==> src/verilog/elc_pkg.sv <==
// constants and types for the line common control register bank
package elc_pkg;
  // register offsets on the parallel host port
  localparam logic [7:0] ELC_OFS_LINE_CTRL_B = 8'h1F;
  localparam logic [7:0] ELC_OFS_SIG_TEST_CTRL = 8'h2F;
  // signaling and test control field positions
  localparam int ELC_STC_FORCE_HI = 7;
  localparam int ELC_STC_FORCE_LO = 6;
  localparam int ELC_STC_READ_SRC = 5;
  localparam int ELC_STC_STATUS_SEL = 4;
  localparam int ELC_STC_SIG_INSERT = 3;
  localparam int ELC_STC_SOFT_RESET = 0;
  // line interface control b field positions
  localparam int ELC_LCB_GAIN_MSB = 6;
  localparam int ELC_LCB_GAIN_LSB = 4;
  localparam int ELC_LCB_RATIO_SEL = 3;
  localparam int ELC_LCB_LOOPBACK = 2;
  localparam int ELC_LCB_TX_SYNC = 0;
  // implemented bits; unused bits are not stored and read as zero
  localparam logic [7:0] ELC_STC_MASK = 8'hF9;
  localparam logic [7:0] ELC_LCB_MASK = 8'h7D;
  localparam logic [7:0] ELC_REG_RESET = 8'h00;
  // monitor gain codes
  localparam logic [2:0] ELC_GAIN_NONE = 3'h0;
  localparam logic [2:0] ELC_GAIN_BOOST = 3'h7;
  // output force modes
  typedef enum logic [1:0] {
    ELC_FORCE_NORMAL = 2'b00,
    ELC_FORCE_HIZ = 2'b01,
    ELC_FORCE_LOW = 2'b10,
    ELC_FORCE_HIGH = 2'b11
  } elc_force_e;
  // line sync modes, sync-interface bit first, transmit sync bit second
  typedef enum logic [1:0] {
    ELC_SYNC_NORMAL = 2'b00,
    ELC_SYNC_TX_ONLY = 2'b01,
    ELC_SYNC_BOTH = 2'b10,
    ELC_SYNC_RX_ONLY = 2'b11
  } elc_sync_e;
endpackage : elc_pkg

==> src/verilog/elc_force_if.sv <==
// carrier between the register bank and the output force stage
`timescale 1ns/1ps
interface elc_force_if
  import elc_pkg::*;
#(
  parameter int N_OUT = 8
);
  elc_force_e mode;
  logic [N_OUT-1:0] func_out;
  modport drv (output mode, output func_out);
  modport frc (input mode, input func_out);
endinterface : elc_force_if

==> src/verilog/elc_output_force.sv <==
// output test-mode force stage for the device outputs
`timescale 1ns/1ps
module elc_output_force
  import elc_pkg::*;
#(
  parameter int N_OUT = 8
)(
  input wire logic ref_clk,
  input wire logic rst_n,
  elc_force_if.frc force_if,
  output logic [N_OUT-1:0] pad_out,
  output logic [N_OUT-1:0] pad_oe
);
  typedef struct packed {
    logic [N_OUT-1:0] out_reg;
    logic [N_OUT-1:0] oe_reg;
  } elc_frc_s;

  elc_frc_s st_reg;
  elc_frc_s st_next;

  // per output value and enable from the force mode
  always_comb
  begin
    st_next = st_reg;
    for (int i = 0; i < N_OUT; i++)
    begin
      case (force_if.mode)
        ELC_FORCE_NORMAL:
        begin
          st_next.out_reg[i] = force_if.func_out[i];
          st_next.oe_reg[i] = 1'b1;
        end
        ELC_FORCE_HIZ:
        begin
          st_next.out_reg[i] = 1'b0;
          st_next.oe_reg[i] = 1'b0;
        end
        ELC_FORCE_LOW:
        begin
          st_next.out_reg[i] = 1'b0;
          st_next.oe_reg[i] = 1'b1;
        end
        ELC_FORCE_HIGH:
        begin
          st_next.out_reg[i] = 1'b1;
          st_next.oe_reg[i] = 1'b1;
        end
        default:
        begin
          st_next.out_reg[i] = force_if.func_out[i];
          st_next.oe_reg[i] = 1'b1;
        end
      endcase
    end
  end

  // state register; outputs released low and enabled after reset
  always_ff @(posedge ref_clk)
  begin
    if (!rst_n)
    begin
      st_reg.out_reg <= '0;
      st_reg.oe_reg <= '1;
    end
    else
    begin
      st_reg <= st_next;
    end
  end

  assign pad_out = st_reg.out_reg;
  assign pad_oe = st_reg.oe_reg;
endmodule : elc_output_force

==> src/verilog/elc_line_common_ctrl.sv <==
// common control register bank for one line port
// Operation
// - the sync-interface bit and the transmit sync bit pick normal, tx-only, both or rx-only sync.
// - the output force field gives normal, high impedance, all low or all high outputs.
// - signaling register reads return receive data when the source bit is 0, transmit when 1.
// - the status select bit makes status two bit two show lost tx clock or signaling change.
// - the insert bit enables signaling insertion from the signaling registers into transmit.
// - writing a 0 to 1 change into the soft reset bit clears every register bit to zero.
// - analog loopback feeds the transmit line back to the receiver and ignores receive pins.
// - the ratio bit picks the 1:2 transformer at 0 and the other ratios with build-out at 1.
// - the monitor gain field gives no boost at 000 and full boost at 111; other codes unused.
`timescale 1ns/1ps
module elc_line_common_ctrl
  import elc_pkg::*;
#(
  parameter int N_OUT = 8
)(
  // clock and synchronous active-low reset
  input wire logic ref_clk,
  input wire logic rst_n,
  // parallel host port, synchronous to ref_clk
  input wire logic [7:0] host_addr,
  input wire logic host_wr,
  input wire logic host_rd,
  input wire logic [7:0] host_wdata,
  output logic [7:0] host_rdata,
  output logic host_rdata_valid,
  // sync-interface bit held in line interface control a
  input wire logic line_sync_interface_enable,
  // pulse telling every other register of the port to clear
  output logic soft_reset_pulse,
  // line sync controls
  output logic tx_sync_signal_on,
  output logic rx_sync_signal_on,
  // signaling controls
  input wire logic [7:0] rx_signaling_byte,
  input wire logic [7:0] tx_signaling_byte,
  output logic [7:0] signaling_read_byte,
  output logic transmit_signaling_insert_enable,
  // status two bit two source
  input wire logic loss_tx_clock,
  input wire logic signaling_change,
  output logic status_two_bit_two,
  // line loopback path
  input wire logic receive_line_pos,
  input wire logic receive_line_neg,
  input wire logic transmit_line_pos,
  input wire logic transmit_line_neg,
  output logic rx_data_pos,
  output logic rx_data_neg,
  // transformer and monitor gain
  output logic transformer_ratio_select,
  output logic monitor_gain_boost_on,
  // forced device outputs
  input wire logic [N_OUT-1:0] func_out,
  output logic [N_OUT-1:0] pad_out,
  output logic [N_OUT-1:0] pad_oe
);
  typedef struct packed {
    // host-visible control registers
    logic [7:0] sig_test_ctrl_reg;
    logic [7:0] line_ctrl_b_reg;
    // registered host answers and the soft reset pulse
    logic [7:0] rdata_reg;
    logic rvalid_reg;
    logic soft_reset_reg;
    // decoded sync, signaling and status controls
    logic tx_sync_reg;
    logic rx_sync_reg;
    logic [7:0] sig_read_reg;
    logic insert_reg;
    logic status_bit_reg;
    // receive pin synchronisers and agree filters
    logic [2:0] pos_sync_reg;
    logic [2:0] neg_sync_reg;
    logic pos_filt_reg;
    logic neg_filt_reg;
    // receive data and line controls
    logic rx_pos_reg;
    logic rx_neg_reg;
    logic ratio_reg;
    logic boost_reg;
  } elc_state_s;

  // registered state and its next value
  elc_state_s st_reg;
  elc_state_s st_next;
  // decoded sync mode and write strobes
  elc_sync_e sync_mode;
  logic wr_stc;
  logic wr_lcb;
  logic soft_reset_now;

  // carrier to the output force stage
  elc_force_if #(.N_OUT(N_OUT)) force_if ();

  // host write strobe aimed at one register offset
  function automatic logic elc_wr_hit(
    input logic wr,
    input logic [7:0] addr,
    input logic [7:0] ofs
  );
    return wr && (addr == ofs);
  endfunction : elc_wr_hit

  // register read decode, unmapped offsets read zero
  function automatic logic [7:0] elc_read_mux(
    input logic [7:0] addr,
    input logic [7:0] stc,
    input logic [7:0] lcb
  );
    logic [7:0] val;
    case (addr)
      ELC_OFS_SIG_TEST_CTRL:
      begin
        val = stc & ELC_STC_MASK;
      end
      ELC_OFS_LINE_CTRL_B:
      begin
        val = lcb & ELC_LCB_MASK;
      end
      default:
      begin
        val = 8'h00;
      end
    endcase
    return val;
  endfunction : elc_read_mux

  // accept a pin level once sync stages two and three agree, else hold the old one
  function automatic logic elc_pin_filter(
    input logic [2:0] stages,
    input logic held
  );
    logic lvl;
    lvl = held;
    if (stages[1] == stages[2])
    begin
      lvl = stages[2];
    end
    return lvl;
  endfunction : elc_pin_filter

  // line sync mode, sync-interface bit first, transmit sync bit second
  function automatic elc_sync_e elc_sync_mode(
    input logic sync_if_bit,
    input logic [7:0] lcb
  );
    return elc_sync_e'({sync_if_bit, lcb[ELC_LCB_TX_SYNC]});
  endfunction : elc_sync_mode

  // only the full gain code boosts; the unused codes give no boost
  function automatic logic elc_gain_boost(
    input logic [7:0] lcb
  );
    return lcb[ELC_LCB_GAIN_MSB:ELC_LCB_GAIN_LSB] == ELC_GAIN_BOOST;
  endfunction : elc_gain_boost

  // output force mode from the two force bits
  function automatic elc_force_e elc_force_mode(
    input logic [7:0] stc
  );
    return elc_force_e'({stc[ELC_STC_FORCE_HI], stc[ELC_STC_FORCE_LO]});
  endfunction : elc_force_mode

  // write decode and soft reset edge detection
  assign wr_stc = elc_wr_hit(host_wr, host_addr, ELC_OFS_SIG_TEST_CTRL);
  assign wr_lcb = elc_wr_hit(host_wr, host_addr, ELC_OFS_LINE_CTRL_B);
  assign soft_reset_now = wr_stc && host_wdata[ELC_STC_SOFT_RESET]
    && !st_reg.sig_test_ctrl_reg[ELC_STC_SOFT_RESET];
  assign sync_mode = elc_sync_mode(line_sync_interface_enable, st_reg.line_ctrl_b_reg);

  // next state of the bank and its decoded controls
  always_comb
  begin
    // hold every field unless updated below
    st_next = st_reg;
    // host writes store implemented bits only
    if (wr_stc)
    begin
      st_next.sig_test_ctrl_reg = host_wdata & ELC_STC_MASK;
    end
    if (wr_lcb)
    begin
      st_next.line_ctrl_b_reg = host_wdata & ELC_LCB_MASK;
    end
    // a rising soft reset bit clears all register bits, itself included
    if (soft_reset_now)
    begin
      st_next.sig_test_ctrl_reg = ELC_REG_RESET;
      st_next.line_ctrl_b_reg = ELC_REG_RESET;
    end
    // one-cycle pulse that clears the other registers of the port
    st_next.soft_reset_reg = soft_reset_now;
    // read data one cycle after the read strobe
    st_next.rvalid_reg = host_rd;
    if (host_rd)
    begin
      st_next.rdata_reg = elc_read_mux(host_addr, st_reg.sig_test_ctrl_reg,
        st_reg.line_ctrl_b_reg);
    end
    // line sync mode decode
    case (sync_mode)
      ELC_SYNC_NORMAL:
      begin
        st_next.tx_sync_reg = 1'b0;
        st_next.rx_sync_reg = 1'b0;
      end
      ELC_SYNC_TX_ONLY:
      begin
        st_next.tx_sync_reg = 1'b1;
        st_next.rx_sync_reg = 1'b0;
      end
      ELC_SYNC_BOTH:
      begin
        st_next.tx_sync_reg = 1'b1;
        st_next.rx_sync_reg = 1'b1;
      end
      ELC_SYNC_RX_ONLY:
      begin
        st_next.tx_sync_reg = 1'b0;
        st_next.rx_sync_reg = 1'b1;
      end
      default:
      begin
        st_next.tx_sync_reg = 1'b0;
        st_next.rx_sync_reg = 1'b0;
      end
    endcase
    // signaling read source and transmit insertion
    st_next.sig_read_reg = st_reg.sig_test_ctrl_reg[ELC_STC_READ_SRC]
      ? tx_signaling_byte : rx_signaling_byte;
    st_next.insert_reg = st_reg.sig_test_ctrl_reg[ELC_STC_SIG_INSERT];
    // status two bit two meaning
    st_next.status_bit_reg = st_reg.sig_test_ctrl_reg[ELC_STC_STATUS_SEL]
      ? signaling_change : loss_tx_clock;
    // receive pins: three stages, accept a level once stages two and three agree
    st_next.pos_sync_reg = {st_reg.pos_sync_reg[1:0], receive_line_pos};
    st_next.neg_sync_reg = {st_reg.neg_sync_reg[1:0], receive_line_neg};
    st_next.pos_filt_reg = elc_pin_filter(st_reg.pos_sync_reg, st_reg.pos_filt_reg);
    st_next.neg_filt_reg = elc_pin_filter(st_reg.neg_sync_reg, st_reg.neg_filt_reg);
    // analog loopback replaces the receive pins with the transmit line
    if (st_reg.line_ctrl_b_reg[ELC_LCB_LOOPBACK])
    begin
      st_next.rx_pos_reg = transmit_line_pos;
      st_next.rx_neg_reg = transmit_line_neg;
    end
    else
    begin
      st_next.rx_pos_reg = st_reg.pos_filt_reg;
      st_next.rx_neg_reg = st_reg.neg_filt_reg;
    end
    // transformer ratio and monitor gain
    st_next.ratio_reg = st_reg.line_ctrl_b_reg[ELC_LCB_RATIO_SEL];
    st_next.boost_reg = elc_gain_boost(st_reg.line_ctrl_b_reg);
  end

  // state register
  always_ff @(posedge ref_clk)
  begin
    if (!rst_n)
    begin
      // every field clears, controls and pin stages alike
      st_reg <= '0;
    end
    else
    begin
      st_reg <= st_next;
    end
  end

  // force stage inputs
  assign force_if.mode = elc_force_mode(st_reg.sig_test_ctrl_reg);
  assign force_if.func_out = func_out;

  // output force stage
  elc_output_force #(.N_OUT(N_OUT)) u_force (
    .ref_clk(ref_clk),
    .rst_n(rst_n),
    .force_if(force_if.frc),
    .pad_out(pad_out),
    .pad_oe(pad_oe)
  );

  // registered host answers and soft reset pulse, straight from the state register
  assign host_rdata = st_reg.rdata_reg;
  assign host_rdata_valid = st_reg.rvalid_reg;
  assign soft_reset_pulse = st_reg.soft_reset_reg;

  // line sync controls
  assign tx_sync_signal_on = st_reg.tx_sync_reg;
  assign rx_sync_signal_on = st_reg.rx_sync_reg;

  // signaling and status outputs
  assign signaling_read_byte = st_reg.sig_read_reg;
  assign transmit_signaling_insert_enable = st_reg.insert_reg;
  assign status_two_bit_two = st_reg.status_bit_reg;

  // receive data and line controls
  assign rx_data_pos = st_reg.rx_pos_reg;
  assign rx_data_neg = st_reg.rx_neg_reg;
  assign transformer_ratio_select = st_reg.ratio_reg;
  assign monitor_gain_boost_on = st_reg.boost_reg;
endmodule : elc_line_common_ctrl

==> config.mk <==
export PLATFORM = sky130hd
export DESIGN_NAME = elc_line_common_ctrl
export DESIGN_NICKNAME = d
export VERILOG_FILES = /design/src/verilog/elc_pkg.sv /design/src/verilog/elc_force_if.sv /design/src/verilog/elc_output_force.sv /design/src/verilog/elc_line_common_ctrl.sv
export SDC_FILE = /design/constraint.sdc
export NUM_CORES = 1
export LEC_CHECK = 0
export BUFFER_PORTS_ARGS = -buffer_cell sky130_fd_sc_hd__buf_2
export CAP_MARGIN = 15
export CORE_ASPECT_RATIO = 1.75
export CORE_MARGIN = 5
export CORE_UTILIZATION = 48
export DETAILED_ROUTE_END_ITERATION = 10
export GPL_TIMING_DRIVEN = 0
export PLACE_DENSITY = 0.84
export SYNTH_ARGS = -nofsm -noshare
export SYNTH_HDL_FRONTEND = slang
export SYNTH_SLANG_ARGS = --single-unit
==> constraint.sdc <==
create_clock -name ref_clk -period 1.5 [get_ports ref_clk]
set_input_delay 0.3 -clock ref_clk [delete_from_list [all_inputs] [get_ports ref_clk]]
set_output_delay 0.3 -clock ref_clk [all_outputs]
set_load 0.02 [all_outputs]
# [Yosys cells after proc, flatten, opt, wreduce, memory -nomap -nowiden]
# Cells that the tools add are included.
[word_totals] out_inout_bits=42 regBits=55
[classes] n_mux=14 eq_ne=11 reduce_logical=10 bitwise=1
[ops] cell="$pmux W1 S3" n=8
[ops] cell="$pmux W8 S2" n=1
[ops] cell="$eq A2 B2 Y1 const B" n=4
[ops] cell="$eq A8 B5 Y1 const B" n=1
[ops] cell="$eq A8 B6 Y1 const B" n=1
[ops] cell="$mux W8" n=1
[ops] cell="$pmux W2 S4" n=1
[ops] cell="$eq A2 B1 Y1 const B" n=2
[ops] cell="$logic_and A1 B1 Y1" n=4
[ops] cell="$logic_not A2 Y1" n=2
[ops] cell="$reduce_or A2 Y1" n=2
[ops] cell="$eq A3 B3 Y1 const B" n=1
[ops] cell="$reduce_or A3 Y1" n=1
[ops] cell="$eq A1 B1 Y1" n=2
[ops] cell="$mux W2" n=1
[ops] cell="$pmux W1 S2" n=1
[ops] cell="$logic_not A1 Y1" n=1
[ops] cell="$mux W1" n=1
[ops] cell="$not A1 Y1" n=1

# [Longest topological paths before layout]
[logic_depth] ltp_word=5 ltp_mapped=5

# [Cells and area by module]
# From an unflattened synthesis, not the netlist that was laid out.
[hier_totals] cells_unflattened=236 area_unflattened_um2=2283.4
[by_module_without_submodules] module="elc_line_common_ctrl" seq_area_each_um2=900.9 instances=1 cells_per_inst=199 area_each_um2=1939.4
[by_module_without_submodules] module="elc_output_force" seq_area_each_um2=180.2 instances=1 cells_per_inst=37 area_each_um2=344.1

# [Worst setup path after synthesis]
# Ideal clock, no wire load.
[synth_path] path_kind="input to register" start="input port host_addr[7]" end="register st_reg (netlist bit st_next[1])" setup_ns=0.125 path_slack_ns=0.273 arrival_ns=1.102 path_stages=4 n_path_buf=1 path_cell_list="or2_4 > o41ai_4 > buf_6 > a21oi_1"
[synth_between] elab_chain_cells=5 word_cells_on_any_way=7
[synth_lines] element="from (decl)" line="elc_line_common_ctrl.sv:22" source="input wire logic [7:0] host_addr,"
[synth_lines] element="$eq A8 B6 Y1" line="elc_line_common_ctrl.sv:103" source="return wr && (addr == ofs);"
[synth_lines] element="$logic_and A1 B1 Y1" line="elc_line_common_ctrl.sv:103"
[synth_lines] element="$logic_and A1 B1 Y1" line="elc_line_common_ctrl.sv:169" source="assign soft_reset_now = wr_stc && host_wdata[ELC_STC_SOFT_RESET]"
[synth_lines] element="$logic_and A1 B1 Y1" line="elc_line_common_ctrl.sv:170" source="&& !st_reg.sig_test_ctrl_reg[ELC_STC_SOFT_RESET];"
[synth_lines] element="$reduce_or A2 Y1 (no line)"
[synth_lines] element="to (signal assigned)" line="elc_line_common_ctrl.sv:268" source="st_reg <= st_next;"
[synth_lines] element="to (decl)" line="elc_line_common_ctrl.sv:86" source="elc_state_s st_reg;"
# Several ways; a longest one is shown, not always the timed one.
# A chain may end at the register's enable or synchronous reset.

==> results.yml <==
sta:
  period_needed_ns: 1.35
  max_freq_mhz: 743
  rsz0062_at_grt: "false"
  finalCritPeriodShare: 0.897
  skew_ns: 0.00995
  setup_viol: 0
  hold_viol_final: 0
  tns_ns: 0
  slew_violations: 0
  hold_slack_ns: 0.205
power_and_ir_drop:
  swShare: 0.247
  p_comb_frac: 0.129
  p_switching_uw: 640
  totalPowerFinal_uw: 2590
  intPower_uw: 1950
  seq_power_share: 0.575
  clock_power_share: 0.296
  irDropWorstVdd_uv: 654
  leakagePower_uw: 0.00130
  powerDensity_nw_per_um2: 887
cells_and_area:
  n_fill_cell: 435
  drive_gt1_frac: 0.405
  fin_nets: 384
  area_growth_pct: 25.4
  antenna_cells: 0
  stdcell_count: 383
  utilization: 0.619
  largest_reg_flops: 12
logic_synthesis:
  synth_top_area_cell: "dfxtp_1"
  synthesis.instances: 235
  synth_cell_types: 35
  synthDominantCellAreaShare: 0.465
  synthesis.nets: 288
  synth.most_common_cell: "dfxtp_1"
  syn_area_per_cell_um2: 9.89
  seq_area_frac_synth: 0.465
  async_flop_share: 0
  ys.flop_type: "dfxtp_1"
  synthTopCellsByCount: "dfxtp_1 (54), buf_4 (24), nor2_1 (24), a21oi_1 (23), nand4_1 (23)"
  synth_edf_count: 0
  synth_area_leaders: "dfxtp_1 (47%), buf_4 (7.8%), nand4_1 (6.2%), a21oi_1 (5.0%), mux2i_1 (4.7%)"
  yosys_warnings: 0
  ys_seq_elements: 54
  syn_area_um2: 2320
critical_path:
  r2r_start: "st_reg[42]"
  endpoint: "pad_oe[1]"
  cp-start-kind: "flip-flop"
  critPathLaunch: "u_force.pad_oe[0]"
  regToRegSetupSlack_ns: 0.23
  end_kind: "output port"
  path_class: "flip-flop to output port"
  crit_path_max_fanout: 8
  r2r_cells: 4
  reg2reg_to: "st_next[1]"
  crit_required_ns: 1.20
  cp.arrival_ns: 1.05
place:
  numPortBuffers: 89
  place_congestion: 0.843
  placedCellCount: 376
  hpwl_um: 4280
global_routing:
  grt_overflow: 0
  grt_use_total: 0.174
  grt_pass1_vias: 2009
  grt_pass1_wl_um: 9010
  grt_start_max_net_pins: 16
  antenna_found_initial: 0
floorplanning:
  chipHeight_um: 102
  initial_core_util: 0.494
  fp-row-count: 33
  die_w_um: 62.6
  num_io_pins: 93
  coreArea_um2: 4710
  dieArea_um2: 6390
detailed_routing:
  dr.pass1.iters: 4
  vias: 2016
  wl_met2_um: 3010
  route.detailed.wl_per_inst_um: 14.4
  drt_iter0_markers: 63
  drt-met1-wl_um: 1970
  wl_met3_um: 384
  ant_nets: 0
  routed_wl_um: 5520
  drc: 0
  via_per_inst: 5.26
  top_layer: "met4"
cts:
  numClockSinks: 54
  cts-htree-levels: 2
  cts_tree: "done"
  clockBufferDepth: 2
  cts_buffers: 5
  post_cts_buffers: 0
  clkSlewWorstSetupHoldPaths_ns: 0.09
  clk_latency_ns: 0.30
  postCtsHoldBufs: 0
  cts-resized-gates: 0
  ctsRootBufferMaster: "clkbuf_8"
status:
  status: "finished clean"
hold_path:
  hp-class: "input pin to flip-flop"
run:
  max-cap-violations: 0
-- cells in the final DEF (no fill, tap or decap), drive strengths merged --
| master | instances |
|---|---|
| nand4 | 24 |
| o211a | 1 |
| or2 | 1 |
| clkbuf | 15 |
| clkinvlp | 1 |
| o31ai | 11 |
| nor3 | 1 |
| inv | 1 |
| o21ai | 7 |
| dfxtp | 54 |
| dlymetal6s2s | 1 |
| a31oi | 5 |
| ha | 2 |
| nand3b | 3 |
| conb | 1 |
| nor2 | 24 |
| nand2b | 2 |
| nand2 | 2 |
| nand3 | 1 |
| buf | 119 |
| o41ai | 1 |
| a21oi | 23 |
| and2 | 12 |
| and3b | 2 |
| nor2b | 2 |
| and4 | 2 |
| mux2i | 11 |
| clkinv | 1 |
| or2b | 1 |
-- per-layer routing --
layer  track usage  vias up
li1              -      995
met1         0.181      928
met2         0.315       80
met3        0.0418       13
met4        0.0980        0
met5             0        -
-- worst min path at each step --
stage,from,endpoint,cells after the start
3_3_place_gp,st_next[7],st_next[8],1
2_1_floorplan,st_next[10],st_next[11],1
3_5_place_dp,st_next[10],st_next[11],1
4_1_cts,receive_line_pos,st_next[10],2
5_1_grt,receive_line_neg,st_next[7],2
6_report,receive_line_pos,st_next[10],2
-- final cells by class --
| class | count | area (µm²) | area share |
|---|---|---|---|
| multi-input combinational | 139 | 901 | 0.309 |
| sequential | 54 | 1080 | 0.371 |
| tap | 52 | 65.1 | 0.0223 |
| timing repair buffer | 89 | 445 | 0.153 |
| inverter | 2 | 7.51 | 0.00258 |
| clock buffer | 6 | 72.6 | 0.0249 |
| buffer | 40 | 334 | 0.115 |
| clock inverter | 1 | 7.51 | 0.00258 |
-- power groups by stage --
stage	Combinational [µW]	Clock, µW	Sequential [µW]
global route	365	834	1490
detailed placement	334	0	1520
floorplan	174	0	1540
CTS	336	781	1490
finish	334	766	1490
global placement	326	0	1520
-- stage by stage --
step | setup slack, ns | area (µm²)
after CTS | 0.137 | 2910
final | 0.155 | 2910
after floorplan | 0.273 | 2320
after global placement | 0.115 | 2830
after global routing | 0.0883 | 2910
after detailed placement | 0.0862 | 2830
-- logic make-up (layout without fill, tap and decap cells) --
| group | Yosys count | after routing | share of synthesized area |
|---|---|---|---|
| muxes | 11 | 11 | 0.0474 |
| other | 1 | 1 | 0.00161 |
| DFF | 54 | 54 | 0.465 |
| AOI/OAI and AO/OA | 48 | 48 | 0.130 |
| buffers and inverters | 42 | 138 | 0.147 |
| and+or+nand+nor | 77 | 77 | 0.198 |
| adders and majority gates | 2 | 2 | 0.0108 |
-- critical path: stages (launching register included) --
cell and delay (ns):
dfxtp_1 0.45, buf_4 0.15, buf_2 0.15
Note: power is estimated with default switching activity, not from simulation.
